--- src/dmasc_defs.vh ---
`ifndef DMASC_DEFS_VH
`define DMASC_DEFS_VH
// ------------------------------------------------------------
// Register map (byte addresses, one word each)
// ------------------------------------------------------------
`define DMASC_OFS_CTRL0A 12'h000
`define DMASC_OFS_CTRL0B 12'h004
`define DMASC_OFS_CTRL1A 12'h008
`define DMASC_OFS_CTRL1B 12'h00c
`define DMASC_OFS_MAR0A 12'h010
`define DMASC_OFS_MAR0B 12'h014
`define DMASC_OFS_MAR1A 12'h018
`define DMASC_OFS_MAR1B 12'h01c
`define DMASC_OFS_CNT0A 12'h020
`define DMASC_OFS_CNT0B 12'h024
`define DMASC_OFS_CNT1A 12'h028
`define DMASC_OFS_CNT1B 12'h02c
`define DMASC_OFS_GCTRL 12'h030
`define DMASC_OFS_STAT 12'h034
// ------------------------------------------------------------
// Control register fields
// ------------------------------------------------------------
`define DMASC_B_XFER_EN 0
`define DMASC_B_MASTER_EN 1
`define DMASC_B_IRQ_EN 2
`define DMASC_B_BLOCK 3
`define DMASC_B_WORD 4
`define DMASC_B_FULL 0
`define DMASC_B_MB1 1
`define DMASC_RST_CTRL 5'h00
`define DMASC_BLK_INIT 8'h04
`define DMASC_MAR_1MB 24'h0fffff
`endif

--- src/dmasc_ctrl.v ---
// Function
// - Finish unit, release bus on external request
// - Short address mode ignores NMI
// - Full mode runs only with both enables
// - Full mode NMI clears master enable
// - Resume when master enable set again
// - Clearing enable stops after current unit
// - Reset and standby initialise; sleep continues
// - Four end interrupt lines, fixed priority
// - End irq when enable low, irq enable high
// - Full mode masks B end irq
// - Registers unreachable during controller bus cycle; ready raised at the edge that starts one still lets an access finish in it
// - Long address access as four bytes; here MAR is read and written as one word at a word address
// - Halted channel drops activating requests
// - Block mode NMI halts, drops request
// - Block resume waits, finishes remaining block
// - Block counter keeps partial value
// - 24-bit address, 1-Mbyte mode masks top
// - Dead cycle leaves address, counter alone
//
// Our own choices: the APB register port and the placing of the registers.
`include "dmasc_defs.vh"
module dmasc_ctrl #(
    parameter NCH = 4,
    parameter AW = 24
) (
    input wire i_ref_clk,
    input wire i_rst,
    input wire i_psel,
    input wire i_penable,
    input wire i_pwrite,
    input wire [11:0] i_paddr,
    input wire [31:0] i_pwdata,
    output reg [31:0] o_prdata,
    output reg o_pready,
    output reg o_pslverr,
    input wire i_nmi,
    input wire i_standby,
    input wire i_ext_bus_request,
    input wire i_refresh_req,
    input wire [NCH-1:0] i_xfer_req,
    input wire i_bus_grant,
    output reg o_bus_req,
    output reg o_xfer_strobe,
    output reg [1:0] o_xfer_chan,
    output reg [AW-1:0] o_xfer_addr,
    output reg [NCH-1:0] o_req_consumed,
    output reg o_end_irq_ch0a,
    output reg o_end_irq_ch0b,
    output reg o_end_irq_ch1a,
    output reg o_end_irq_ch1b
);

// ------------------------------------------------------------
// Synchronisers for pins
// ------------------------------------------------------------
reg [2:0] pin_s1_reg;
reg [2:0] pin_s2_reg;
reg [NCH-1:0] req_s1_reg;
reg [NCH-1:0] req_s2_reg;
reg nmi_d_reg;
wire bus_want_pin = i_ext_bus_request | i_refresh_req;
wire nmi_rise = pin_s2_reg[0] & ~nmi_d_reg;
wire stby = pin_s2_reg[1];
wire ext_want = pin_s2_reg[2];

// Control pins: bus wanted elsewhere, standby, nmi
always @(posedge i_ref_clk)
begin
    if (i_rst)
    begin
        pin_s1_reg <= 3'h0;
        pin_s2_reg <= 3'h0;
    end
    else
    begin
        pin_s1_reg <= {bus_want_pin, i_standby, i_nmi};
        pin_s2_reg <= pin_s1_reg;
    end
end

// Activation requests, one per channel half
always @(posedge i_ref_clk)
begin
    if (i_rst)
    begin
        req_s1_reg <= {NCH{1'b0}};
        req_s2_reg <= {NCH{1'b0}};
    end
    else
    begin
        req_s1_reg <= i_xfer_req;
        req_s2_reg <= req_s1_reg;
    end
end

// Edge detector starts low, the idle level of the pin
always @(posedge i_ref_clk)
begin
    if (i_rst)
    begin
        nmi_d_reg <= 1'b0;
    end
    else
    begin
        nmi_d_reg <= pin_s2_reg[0];
    end
end

// ------------------------------------------------------------
// Channel state
// ------------------------------------------------------------
reg [4:0] ctrl_reg [0:NCH-1];
reg [AW-1:0] mar_reg [0:NCH-1];
reg [7:0] blk_reg [0:NCH-1];
reg [NCH-1:0] pend_reg;
reg [1:0] gctrl_reg;
reg [1:0] state_reg;
reg [1:0] cur_reg;
wire full0 = gctrl_reg[`DMASC_B_FULL];

localparam ST_IDLE = 2'h0;
localparam ST_REQ = 2'h1;
localparam ST_XFER = 2'h2;

// Channel may run: full mode idles B and needs master enable on A
wire [NCH-1:0] run;
genvar g;
generate
    for (g = 0; g < NCH; g = g + 1)
    begin : g_run
        wire full_b = full0 & (g % 2 == 1);
        // In full mode the A half carries both enables
        assign run[g] = ~full_b & ctrl_reg[g][`DMASC_B_XFER_EN] &
            (~full0 | ctrl_reg[g][`DMASC_B_MASTER_EN]);
    end
endgenerate

// Fixed priority 0A, 0B, 1A, 1B
wire [NCH-1:0] ready_ch = pend_reg & run;
reg [1:0] pick;
always @*
begin
    pick = 2'h0;
    if (ready_ch[0])
        pick = 2'h0;
    else if (ready_ch[1])
        pick = 2'h1;
    else if (ready_ch[2])
        pick = 2'h2;
    else
        pick = 2'h3;
end

// ------------------------------------------------------------
// Register access decode
// ------------------------------------------------------------
wire bus_cycle = (state_reg == ST_XFER);
wire mapped = (i_paddr <= `DMASC_OFS_STAT) & (i_paddr[1:0] == 2'h0);

// Writes land at the edge that completes the access, the one after the edge that raises ready,
// and ready is never raised at the edge that ends a controller bus cycle
wire apb_wr = i_psel & i_penable & i_pwrite & o_pready & mapped;
wire apb_rd_ok = i_psel & i_penable & ~bus_cycle;
wire [3:0] widx = i_paddr[5:2];

// Word units advance the address by two
wire [AW-1:0] addr_step = ctrl_reg[cur_reg][`DMASC_B_WORD] ?
    {{(AW-2){1'b0}}, 2'h2} : {{(AW-1){1'b0}}, 1'b1};
wire nmi_hit = nmi_rise & full0;

// ------------------------------------------------------------
// Transfer sequencer and register writes
// ------------------------------------------------------------
integer k;
always @(posedge i_ref_clk)
begin
    if (i_rst | stby)
    begin
        for (k = 0; k < NCH; k = k + 1)
        begin
            ctrl_reg[k] <= `DMASC_RST_CTRL;
            mar_reg[k] <= {AW{1'b0}};
            blk_reg[k] <= `DMASC_BLK_INIT;
        end
        pend_reg <= {NCH{1'b0}};
        gctrl_reg <= 2'h0;
        state_reg <= ST_IDLE;
        cur_reg <= 2'h0;
        o_bus_req <= 1'b0;
        o_xfer_strobe <= 1'b0;
        o_xfer_chan <= 2'h0;
        o_xfer_addr <= {AW{1'b0}};
        o_req_consumed <= {NCH{1'b0}};
    end
    else
    begin
        o_xfer_strobe <= 1'b0;
        o_req_consumed <= {NCH{1'b0}};
        for (k = 0; k < NCH; k = k + 1)
        begin
            if (req_s2_reg[k] & ~pend_reg[k])
            begin
                o_req_consumed[k] <= 1'b1;
                // Request dropped while halted, never kept
                pend_reg[k] <= run[k];
            end
        end
        if (nmi_hit)
        begin
            ctrl_reg[0][`DMASC_B_MASTER_EN] <= 1'b0;
            ctrl_reg[2][`DMASC_B_MASTER_EN] <= 1'b0;
            for (k = 0; k < NCH; k = k + 1)
                if (ctrl_reg[k][`DMASC_B_BLOCK])
                    pend_reg[k] <= 1'b0;
        end
        case (state_reg)
            ST_IDLE:
            begin
                if (|ready_ch & ~ext_want)
                begin
                    o_bus_req <= 1'b1;
                    state_reg <= ST_REQ;
                end
            end
            ST_REQ:
            begin
                if (~|ready_ch)
                begin
                    // Dead request: nothing moves
                    o_bus_req <= 1'b0;
                    state_reg <= ST_IDLE;
                end
                else if (i_bus_grant)
                begin
                    cur_reg <= pick;
                    state_reg <= ST_XFER;
                end
            end
            ST_XFER:
            begin
                // One unit per grant; a halt only takes effect between units
                o_xfer_strobe <= 1'b1;
                o_xfer_chan <= cur_reg;
                o_xfer_addr <= gctrl_reg[`DMASC_B_MB1] ?
                    (mar_reg[cur_reg] & `DMASC_MAR_1MB) : mar_reg[cur_reg];
                mar_reg[cur_reg] <= mar_reg[cur_reg] + addr_step;
                if (ctrl_reg[cur_reg][`DMASC_B_BLOCK] & (blk_reg[cur_reg] != 8'h01))
                    blk_reg[cur_reg] <= blk_reg[cur_reg] - 8'h01;
                else
                begin
                    blk_reg[cur_reg] <= `DMASC_BLK_INIT;
                    pend_reg[cur_reg] <= 1'b0;
                end
                o_bus_req <= 1'b0;
                state_reg <= ST_IDLE;
            end
            default:
                state_reg <= ST_IDLE;
        endcase
        if (apb_wr)
        begin
            for (k = 0; k < NCH; k = k + 1)
            begin
                if (widx == k)
                    ctrl_reg[k] <= i_pwdata[4:0];
                if (widx == k + 4)
                    mar_reg[k] <= i_pwdata[AW-1:0];
                if (widx == k + 8)
                    blk_reg[k] <= i_pwdata[7:0];
            end
            if (i_paddr == `DMASC_OFS_GCTRL)
                gctrl_reg <= i_pwdata[1:0];
        end
    end
end

// ------------------------------------------------------------
// End interrupt conditions
// ------------------------------------------------------------
wire [NCH-1:0] irq_raw;
generate
    for (g = 0; g < NCH; g = g + 1)
    begin : g_irq
        assign irq_raw[g] = ~ctrl_reg[g][`DMASC_B_XFER_EN] &
            ctrl_reg[g][`DMASC_B_IRQ_EN] & ~(full0 & (g % 2 == 1));
    end
endgenerate

// ------------------------------------------------------------
// Register read mux
// ------------------------------------------------------------
reg [31:0] rd_mux;
always @*
begin
    rd_mux = 32'h0;
    case (widx)
        4'h0, 4'h1, 4'h2, 4'h3:
        begin
            rd_mux = {27'h0, ctrl_reg[widx[1:0]]};
        end
        4'h4, 4'h5, 4'h6, 4'h7:
        begin
            rd_mux = {8'h0, mar_reg[widx[1:0]]};
        end
        4'h8, 4'h9, 4'ha, 4'hb:
        begin
            rd_mux = {24'h0, blk_reg[widx[1:0]]};
        end
        4'hc:
        begin
            rd_mux = {30'h0, gctrl_reg};
        end
        4'hd:
        begin
            // Status is read only: sequencer state and pending flags
            rd_mux = {26'h0, state_reg, pend_reg};
        end
        default:
        begin
            rd_mux = 32'h0;
        end
    endcase
end

// ------------------------------------------------------------
// APB answer
// ------------------------------------------------------------
wire ack_next = apb_rd_ok & ~o_pready;

always @(posedge i_ref_clk)
begin
    if (i_rst)
    begin
        o_prdata <= 32'h0;
        o_pready <= 1'b0;
        o_pslverr <= 1'b0;
    end
    else if (i_psel & ~i_penable)
    begin
        // Setup cycle never answers
        o_pready <= 1'b0;
        o_pslverr <= 1'b0;
        o_prdata <= 32'h0;
    end
    else
    begin
        // Ready pulses one cycle; it is always low in the cycle after a bus cycle
        o_pready <= ack_next;
        o_pslverr <= ack_next & ~mapped;
        o_prdata <= (ack_next & ~i_pwrite & mapped) ? rd_mux : 32'h0;
    end
end

// ------------------------------------------------------------
// End interrupt lines
// ------------------------------------------------------------
// Levels follow the control bits one cycle late
always @(posedge i_ref_clk)
begin
    if (i_rst)
    begin
        o_end_irq_ch0a <= 1'b0;
        o_end_irq_ch0b <= 1'b0;
        o_end_irq_ch1a <= 1'b0;
        o_end_irq_ch1b <= 1'b0;
    end
    else
    begin
        o_end_irq_ch0a <= irq_raw[0];
        o_end_irq_ch0b <= irq_raw[1];
        o_end_irq_ch1a <= irq_raw[2];
        o_end_irq_ch1b <= irq_raw[3];
    end
end

endmodule

--- config.mk ---
export PLATFORM = sky130hd
export DESIGN_NAME = dmasc_ctrl
export DESIGN_NICKNAME = d
export VERILOG_FILES = /design/src/dmasc_ctrl.v
export VERILOG_INCLUDE_DIRS = /design/src
export SDC_FILE = /design/constraint.sdc
export NUM_CORES = 1
export LEC_CHECK = 0
export ABC_AREA = 1
export BUFFER_PORTS_ARGS = -buffer_cell sky130_fd_sc_hd__buf_4
export CAP_MARGIN = 20
export CORE_MARGIN = 10
export CORE_UTILIZATION = 40
export CTS_BUF_LIST = sky130_fd_sc_hd__clkbuf_8
export CTS_CLUSTER_DIAMETER = 150
export DETAILED_ROUTE_END_ITERATION = 8
export SLEW_MARGIN = 20
export SYNTH_ARGS = -nofsm -noshare
export SYNTH_HDL_FRONTEND = slang
export SYNTH_SLANG_ARGS = --single-unit
--- constraint.sdc ---
create_clock -name i_ref_clk -period 4 [get_ports i_ref_clk]
set_input_delay 0.8 -clock i_ref_clk [delete_from_list [all_inputs] [get_ports i_ref_clk]]
set_output_delay 0.8 -clock i_ref_clk [all_outputs]
set_load 0.01 [all_outputs]
==> impl_metrics.toml, run 1 <==
[synthesis]
synth.avg_cell_area_um2 = 7.87
synth-seq-cells = 237
synth_edf_count = 147
async_flop_share_pct = 0
ys_seq_area_share_pct = 48.7
synth_area_um2 = 12800
syn_inst = 1623
synth_common_cells = "nand2_1, nand3_1, edfxtp_1, nor2_1, inv_1"
synth_area_leaders = "edfxtp_1, nand2_1, dfxtp_1"
yosysWarnings = 0
synth.most_common_cell = "nand2_1"
synth_cell_types = 47
synth_top_area_share_pct = 34.6
synthFlopType = "edfxtp_1"
synth_top_cell_by_area = "edfxtp_1"

[finish]
final_layout_size_suffix_gt1_share_pct = 15.7
register_area_um2 = 6220
multiInputGateArea_um2 = 5670
largest_register_ffs = 96
num-fill-cells = 3087
diodes = 0
nets = 1794
synthToLayoutAreaGrowth_pct = 15.5
fin_area_um2 = 14800

[clock_network]
clk_latency_ns = 0.56
cts_setup_buffers = 0
path_clk_slew_ns = 0.07
cts_tree = "done"
ctsHoldBuffers = 0
numCtsBuffers = 43
clock_tree.root_cell = "clkbuf_8"
clk_path_buf_depth = 3
clock_sinks = 237
cts.htree.levels = 2
post_cts_resized = 0

[worst_setup_path]
cp.required_ns = 4.31
critical_path.max_fanout = 42
arrival_ns = 3.58
critPathKind = "flip-flop to flip-flop"
cp-start-kind = "flip-flop"
cp-end-kind = "flip-flop"

[pwr]
comb_power_share_pct = 7.6
switching_share_pct = 25.3
power.share.clock_pct = 43.6
ir_worst_vdd_mv = 0.263
power_density_nw_per_um2 = 377
p_seq_share_pct = 48.8
p_sw_w = 0.00141
internal_power_w = 0.00415
p_leak_nw = 6.40

[place]
postPlaceCellArea_um2 = 13900
post-dp-hpwl_mm = 29.3
portBuffers = 111
gp_congestion = 0.928

[die]
die_width_um = 199
std_cell_rows = 65
ios = 128
core_um2 = 31600
fp.dieArea_um2 = 39500
die_h_um = 199
start_util_pct = 40.5

[timing]
setup_viol = 0
maxSlewHeadroom_pct = 34.3
fin_crit_sh_pct = 81.8
setup_tns_ns = 0
maxSlewViolCount = 0
period_minus_slack_ns = 3.27
finalHoldViolCount = 0
worstMarginPinSlew_ns = 0.976
clock_skew_ns = 0.0350
grt_setup_unrepaired = "no"
max_freq_ghz = 0.306

[route]
firstDrtPassIters = 5
postRouteAntennaNets = 0
drc_errors = 0
totalWireLength_mm = 44.6
vias_per_cell = 5.52
top_layer = "met4"
routedWlPerCell_um = 20.6
wl_met2_mm = 20.0
wl_met3_mm = 4.58
vias = 11928
drtIter0Drc = 1209
met1_length_mm = 18.9

[flow_run]
drv_cap = 0

[worst_hold_path]
hold_class = "flip-flop to flip-flop"
hold_path.startpoint = "pin_s1_reg[0]"

[global_route]
grt_pass1_vias = 11469
track_usage_pct = 22.1
overflow = 0
grt_pass1_wl_mm = 67.2
grt_antenna_before_repair = 0
grt_max_degree = 43

[outcome]
status = "finished, final reports clean"
kinds of logic after synthesis:
logic type | synth area share (%)
xor gates and xnor gates | 1.15
AOI/OAI and AO/OA | 8.74
DFF | 48.7
buffers and inverters | 7.21
other | 0.0294
and+or+nand+nor | 33.3
adders and majority gates | 0.940
worst max-delay path, cell delays in order, from the launching register on:
cell and delay (ns):
dfxtp_2 0.33, buf_4 0.48, a21oi_1 0.17, a32oi_1 0.40
inv_1 0.16, fa_1 0.53, inv_1 0.20, nand2_2 0.10
nor2_2 0.24, nand2_1 0.08, nand3_1 0.07, nand2_1 0.11
nand3_1 0.09, nand2_1 0.05
power groups by stage:
stage          Combinational [W]  Clock, W  Sequential [W]
2_1_floorplan           0.000240         0         0.00276
3_3_place_gp            0.000412         0         0.00276
3_5_place_dp            0.000416         0         0.00276
4_1_cts                 0.000418   0.00245         0.00271
5_1_grt                 0.000457   0.00255         0.00272
6_report                0.000425   0.00242         0.00271
through the flow:
stage / total power (W) / hold WS (ns) / instances / util [%] / worst slack [ns]
after floorplan: 0.00300 / 0.388 / 1630 / - / 0.976
after global placement: 0.00317 / 0.390 / 2084 / 43.9 / 0.639
after detailed placement: 0.00318 / 0.392 / 2084 / 43.9 / 0.623
after CTS: 0.00558 / 0.397 / 2161 / 46.8 / 0.772
after global routing: 0.00573 / 0.399 / 2161 / 46.8 / 0.559
final: 0.00556 / 0.395 / 2161 / 46.8 / 0.727
per-layer routing:
metal	track usage (%)	vias up
met5	0	-
met2	34.6	659
met3	4.98	100
met1	29.7	5568
li1	-	5601
met4	7.06	0
area by class of cell:
class / instances / share of cell area (%)
Sequential cell: 237 / 42.1
Multi-Input combinational cell: 1197 / 38.4
Timing Repair Buffer: 143 / 7.28
Clock buffer: 48 / 4.48
Tap cell: 402 / 3.41
Inverter: 105 / 2.67
Clock inverter: 29 / 1.60
worst paths after layout:
path	to	slack [ns]	depth (start not counted)
max reg2reg	mar_reg[0][16]	0.73	13
min	pin_s2_reg[0]	0.39	2
max	mar_reg[0][16]	0.73	13
min reg2reg	pin_s2_reg[0]	0.39	2
layout by cell type, fill, tap and decap left out, types with 4 or more instances in the layout:
master	instances
nand2_1	622
nand3_1	165
edfxtp_1	147
buf_4	143
inv_1	100
nor2_1	94
dfxtp_1	89
a21oi_1	53
clkbuf_8	48
a22oi_1	44
o21ai_0	43
nand4_1	27
nor2_2	21
nand2_2	15
nor3_1	14
nor2_4	12
inv_2	11
a31oi_1	10
xor2_1	9
o22ai_1	8
clkinv_1	8
ha_1	8
conb_1	8
clkinv_2	8
a41oi_1	5
xnor2_1	4
o21ai_1	4
bufinv_16	4
(Power assumes the default switching activity.)
==> inputs of run 2 (changes only) <==
ABC_AREA = 0   (was 1)
clock period = 3.1 ns   (was 4 ns; I/O delays follow)
==> impl_metrics.toml, run 2 <==
[timing]
finalHoldViolCount = 0
setup_viol = 0
grt_setup_unrepaired = "yes"
clock_skew_ns = 0.0139
fin_crit_sh_pct = 96.6
max_freq_ghz = 0.334
worstMarginPinSlew_ns = 0.584
period_minus_slack_ns = 3.00
setup_tns_ns = 0
maxSlewViolCount = 0
maxSlewHeadroom_pct = 60.7

[worst_setup_path]
cp-end-kind = "flip-flop"
cp-start-kind = "flip-flop"
critPathKind = "flip-flop to flip-flop"
cp.required_ns = 3.38
rr_startpoint = "ctrl_reg[3][4]"
crit_top_cell = "inv_2"
slowest_stage = "mux4_2"
path_delay_family = "simple AND/OR/NAND/NOR gates"
startpoint = "ctrl_reg[3][4]"
critical_path.max_fanout = 4
path_buf_inv = 3
slowest_delay_ns = 0.54
arrival_ns = 3.28
crit_chain = "mux4_2 -> inv_2 -> ha_4 -> inv_2 -> fa_2 -> nand4b_1 -> nor4_4 -> buf_4 -> nand4_1 -> xor2_2 -> o21ai_1"

[die]
ios = 128
die_width_um = 193
start_util_pct = 40.5
std_cell_rows = 63
fp.dieArea_um2 = 37400
die_h_um = 193
core_um2 = 29600

[route]
postRouteAntennaNets = 0
firstDrtPassIters = 5
drc_errors = 0
drtIter0Drc = 864
vias_per_cell = 5.62
vias = 9271
routedWlPerCell_um = 22.3
totalWireLength_mm = 36.9

[pwr]
p_leak_nw = 5.42
power_density_nw_per_um2 = 497
ir_worst_vdd_mv = 0.248

[place]
post-dp-hpwl_mm = 25.7
gp_congestion = 0.879
postPlaceCellArea_um2 = 13700
portBuffers = 111

[synthesis]
synth_area_um2 = 12000
synth_top_cell_by_area = "edfxtp_1"
synth-seq-cells = 237
synth_edf_count = 147
synth.avg_cell_area_um2 = 11.3
synth_top_area_share_pct = 36.7
synth.most_common_cell = "nand2_1"
yosysWarnings = 0
synth_cell_types = 59
synth_common_cells = "nand2_1, edfxtp_1, dfxtp_1, o21ai_0, nor2_1"
synth_area_leaders = "edfxtp_1, dfxtp_1, mux4_2"
ys_seq_area_share_pct = 51.7
async_flop_share_pct = 0
synthFlopType = "edfxtp_1"
syn_inst = 1066

[global_route]
grt_antenna_before_repair = 0
grt_pass1_vias = 9250
grt_max_degree = 32
grt_pass1_wl_mm = 56.6
overflow = 0
track_usage_pct = 19.1

[clock_network]
clk_path_buf_depth = 3
clock_sinks = 237
clock_tree.root_cell = "clkbuf_8"
clk_latency_ns = 0.55
path_clk_slew_ns = 0.06
ctsHoldBuffers = 0
cts_tree = "done"
numCtsBuffers = 41
cts.htree.levels = 2

[flow_run]
drv_cap = 0

[finish]
fin_area_um2 = 14500
synthToLayoutAreaGrowth_pct = 20.9
diodes = 0
nets = 1296
most-common-layout-cells = "buf_4, nand2_1, edfxtp_1"
largest_register_ffs = 96
final_layout_size_suffix_gt1_share_pct = 27.9
layout_commonest_cell = "buf_4"

[worst_hold_path]
hold_path.startpoint = "i_xfer_req[0]"
hold_class = "input port to flip-flop"

[outcome]
status = "finished, final reports clean"
## run 2: cell count changes in the layout (fill, tap and decap cells not counted), sizes merged, moves of 46 or more
cell / change
buf: +46
mux4: +71
o21ai: +77
nor2: -53
inv: -72
nand3: -146
nand2: -489
## run 2: path summary, 6_finish.rpt
check                   endpoint  slack (ns)  cells after the start
hold reg to reg    req_s2_reg[3]        0.45                      1
hold / removal     req_s1_reg[0]        0.29                      2
setup / recovery  mar_reg[2][22]        0.10                     11
setup reg to reg  mar_reg[2][22]        0.10                     11
## run 2: cell type report
cell class	instances	area (um^2)
fillers	2711	15100
flip-flops and latches	237	6220
multi-input cells	742	5510
repair buffers	189	1490
clock buffers	45	619
well taps	390	488
clock inverters	28	141
inverters	18	67.6
## run 2: where the power goes
group          switching, W  leakage [nW]  total, W  internal (W)
combinational      0.000536          2.70  0.000940      0.000404
clock               0.00128         0.461   0.00269       0.00141
sequential        0.0000870          2.26   0.00359       0.00350
## run 2: what timing repair did
action | 4_1_cts | 5_1_grt
setup endpoints to repair | 22 | 67
pin swaps | 1 | 3
buffers inserted | 0 | 3
resized for setup | 1 | 7
## run 2: kinds of logic (layout without fill, tap and decap cells)
kind of cell	after synthesis	count (layout)	share of synthesized area [%]
simple gates	397	397	16.2
flops	237	237	51.7
compound gates	199	199	9.61
mux	104	104	16.1
buf+inv	94	280	3.52
xor+xnor	25	25	1.82
fa+ha+maj	9	9	1.00
other cells	1	8	0.0312
## run 2: stage by stage
step	util [%]	power (W)	hold WS (ns)	setup WS (ns)	instances
global route	49.0	0.00750	0.272	-0.00846	1649
floorplan	-	0.00421	0.414	-0.226	1073
finish	49.0	0.00722	0.291	0.105	1649
detailed placement	46.3	0.00459	0.435	-0.0115	1573
global placement	46.3	0.00458	0.441	0.0495	1573
CTS	48.8	0.00726	0.272	0.0187	1646
## run 2: metal layers
layer | vias up | track usage (%) | part of all wire, %
li1 | 4263 | - | -
met1 | 4512 | 26.2 | 43
met2 | 430 | 29.9 | 46
met3 | 66 | 3.58 | 8.3
met4 | 0 | 5.89 | 2.3
met5 | - | 0 | 0
==> inputs of run 3 (changes only) <==
clock period = 3.2 ns   (was 3.1 ns; I/O delays follow)
==> impl_metrics.toml, run 3 (synthesis gave the netlist of run 2 again) <==
[worst_setup_path]
cp-end-kind = "flip-flop"
arrival_ns = 3.34
crit_top_cell = "inv_2"
critPathKind = "flip-flop to flip-flop"
path_delay_family = "simple AND/OR/NAND/NOR gates"
cp-start-kind = "flip-flop"
slowest_stage = "mux4_2"
crit_chain = "mux4_2 -> inv_2 -> ha_4 -> inv_2 -> fa_2 -> nand4b_1 -> buf_4 -> nor3_2 -> xnor2_1 -> nor3_1 -> a21o_1"
worstReg2RegEnd = "mar_reg[3][12]"
cp.required_ns = 3.50
path_buf_inv = 3
rr_startpoint = "ctrl_reg[3][4]"
reg2reg_slack_ns = 0.15
critical_path.max_fanout = 4
worstRegToRegCells = 11
slowest_delay_ns = 0.53

[timing]
setup_tns_ns = 0
clock_skew_ns = 0.0155
worstMarginPinSlew_ns = 0.587
finalHoldViolCount = 0
period_minus_slack_ns = 3.05
maxSlewViolCount = 0
max_freq_ghz = 0.328
fin_hold_ws_ns = 0.310
grt_setup_unrepaired = "no"
fin_crit_sh_pct = 95.2
maxSlewHeadroom_pct = 60.8
setup_viol = 0

[clock_network]
ctsHoldBuffers = 0
cts.htree.levels = 2
cts_tree = "done"
clock_sinks = 237
path_clk_slew_ns = 0.07
numCtsBuffers = 42
clk_latency_ns = 0.55
clk_path_buf_depth = 3
clock_tree.root_cell = "clkbuf_8"

[flow_run]
drv_cap = 0

[place]
portBuffers = 111
gp_congestion = 0.886
post-dp-hpwl_mm = 25.0

[outcome]
status = "finished, final reports clean"

[route]
vias = 9319
firstDrtPassIters = 5
postRouteAntennaNets = 0
routedWlPerCell_um = 22.7
drc_errors = 0
drtIter0Drc = 970
totalWireLength_mm = 37.1
vias_per_cell = 5.70

[pwr]
comb_power_share_pct = 12.1
ir_worst_vdd_mv = 0.196
power_density_nw_per_um2 = 503
switching_share_pct = 25.7
p_leak_nw = 5.35
p_sw_w = 0.00188
power.share.clock_pct = 40.1
p_seq_share_pct = 47.8
internal_power_w = 0.00541

[worst_hold_path]
whs_path_depth = 2
min_to = "pin_s1_reg[0]"
hold_path.startpoint = "i_nmi"
hold_class = "input port to flip-flop"

[die]
ios = 128
die_h_um = 193
std_cell_rows = 63
start_util_pct = 40.5
die_width_um = 193
fp.dieArea_um2 = 37400
core_um2 = 29600

[global_route]
grt_pass1_vias = 9357
grt_antenna_before_repair = 0
overflow = 0
grt_pass1_wl_mm = 56.8
grt_max_degree = 32
track_usage_pct = 19.2

[finish]
diodes = 0
num-fill-cells = 2748
nets = 1278
largest_register_ffs = 96
layout_commonest_cell = "buf_4"
final_layout_size_suffix_gt1_share_pct = 27.4
synthToLayoutAreaGrowth_pct = 20.5
final_core_util_pct = 48.8
most-common-layout-cells = "buf_4, nand2_1, edfxtp_1"
-- run 3: changes by cell type in the layout (fill, tap and decap cells not counted), moves of 2 or more --
cell / change
buf_4: -17
clkbuf_8: +8
inv_1: -8
clkinv_1: +2
clkinv_2: +2
o21ai_0: +2
o21ai_1: -2
-- run 3: routing by layer --
metal  wire length (um)  track usage, %
met1              15900            25.9
met2              17300            30.6
met3               3130            3.70
met4                754            5.72
met5                  0               0
-- run 3: worst max-delay path by stage --
stage | from | end | slack (ns) | depth (start not counted)
2_1_floorplan | flip-flop | mar_reg[1][22] | -0.13 | 13
3_3_place_gp | flip-flop | mar_reg[2][23] | -0.01 | 8
5_1_grt | flip-flop | mar_reg[3][15] | 0.008 | 8
6_report | ctrl_reg[3][4] | mar_reg[3][12] | 0.15 | 11
3_5_place_dp | flip-flop | mar_reg[0][23] | -0.03 | 8
4_1_cts | ctrl_reg[3][4] | mar_reg[0][22] | 0.06 | 11
-- run 3: power groups by stage --
stage          registers (W)  logic, W  clock network, W
6_report             0.00348  0.000884           0.00292
5_1_grt              0.00350  0.000951           0.00312
4_1_cts              0.00348  0.000883           0.00296
3_5_place_dp         0.00355  0.000878                 0
3_3_place_gp         0.00354  0.000871                 0
2_1_floorplan        0.00353  0.000548                 0
-- run 3: through the flow --
stage | instances | total power, W | setup slack [ns] | area, um^2
floorplan | 1073 | 0.00407 | -0.126 | 12100
global placement | 1556 | 0.00441 | -0.0106 | 13600
detailed placement | 1556 | 0.00442 | -0.0337 | 13600
CTS | 1633 | 0.00732 | 0.0641 | 14400
global route | 1634 | 0.00757 | 0.00848 | 14500
finish | 1634 | 0.00729 | 0.153 | 14500
-- run 3: timing repair --
action	4_1_cts	5_1_grt
setup buffers	0	1
resized for setup	1	7
gates cloned	0	0
pin swaps	0	2
setup endpoints to repair	7	38
-- run 3: cell type report --
| type | instances | area, um^2 | area share [%] |
|---|---|---|---|
| Sequential cell | 237 | 6220 | 42.9 |
| Inverter | 18 | 67.6 | 0.467 |
| Multi-Input combinational cell | 742 | 5500 | 38.0 |
| Clock buffer | 53 | 729 | 5.04 |
| Timing Repair Buffer | 170 | 1330 | 9.16 |
| Tap cell | 390 | 488 | 3.37 |
| Clock inverter | 24 | 151 | 1.05 |
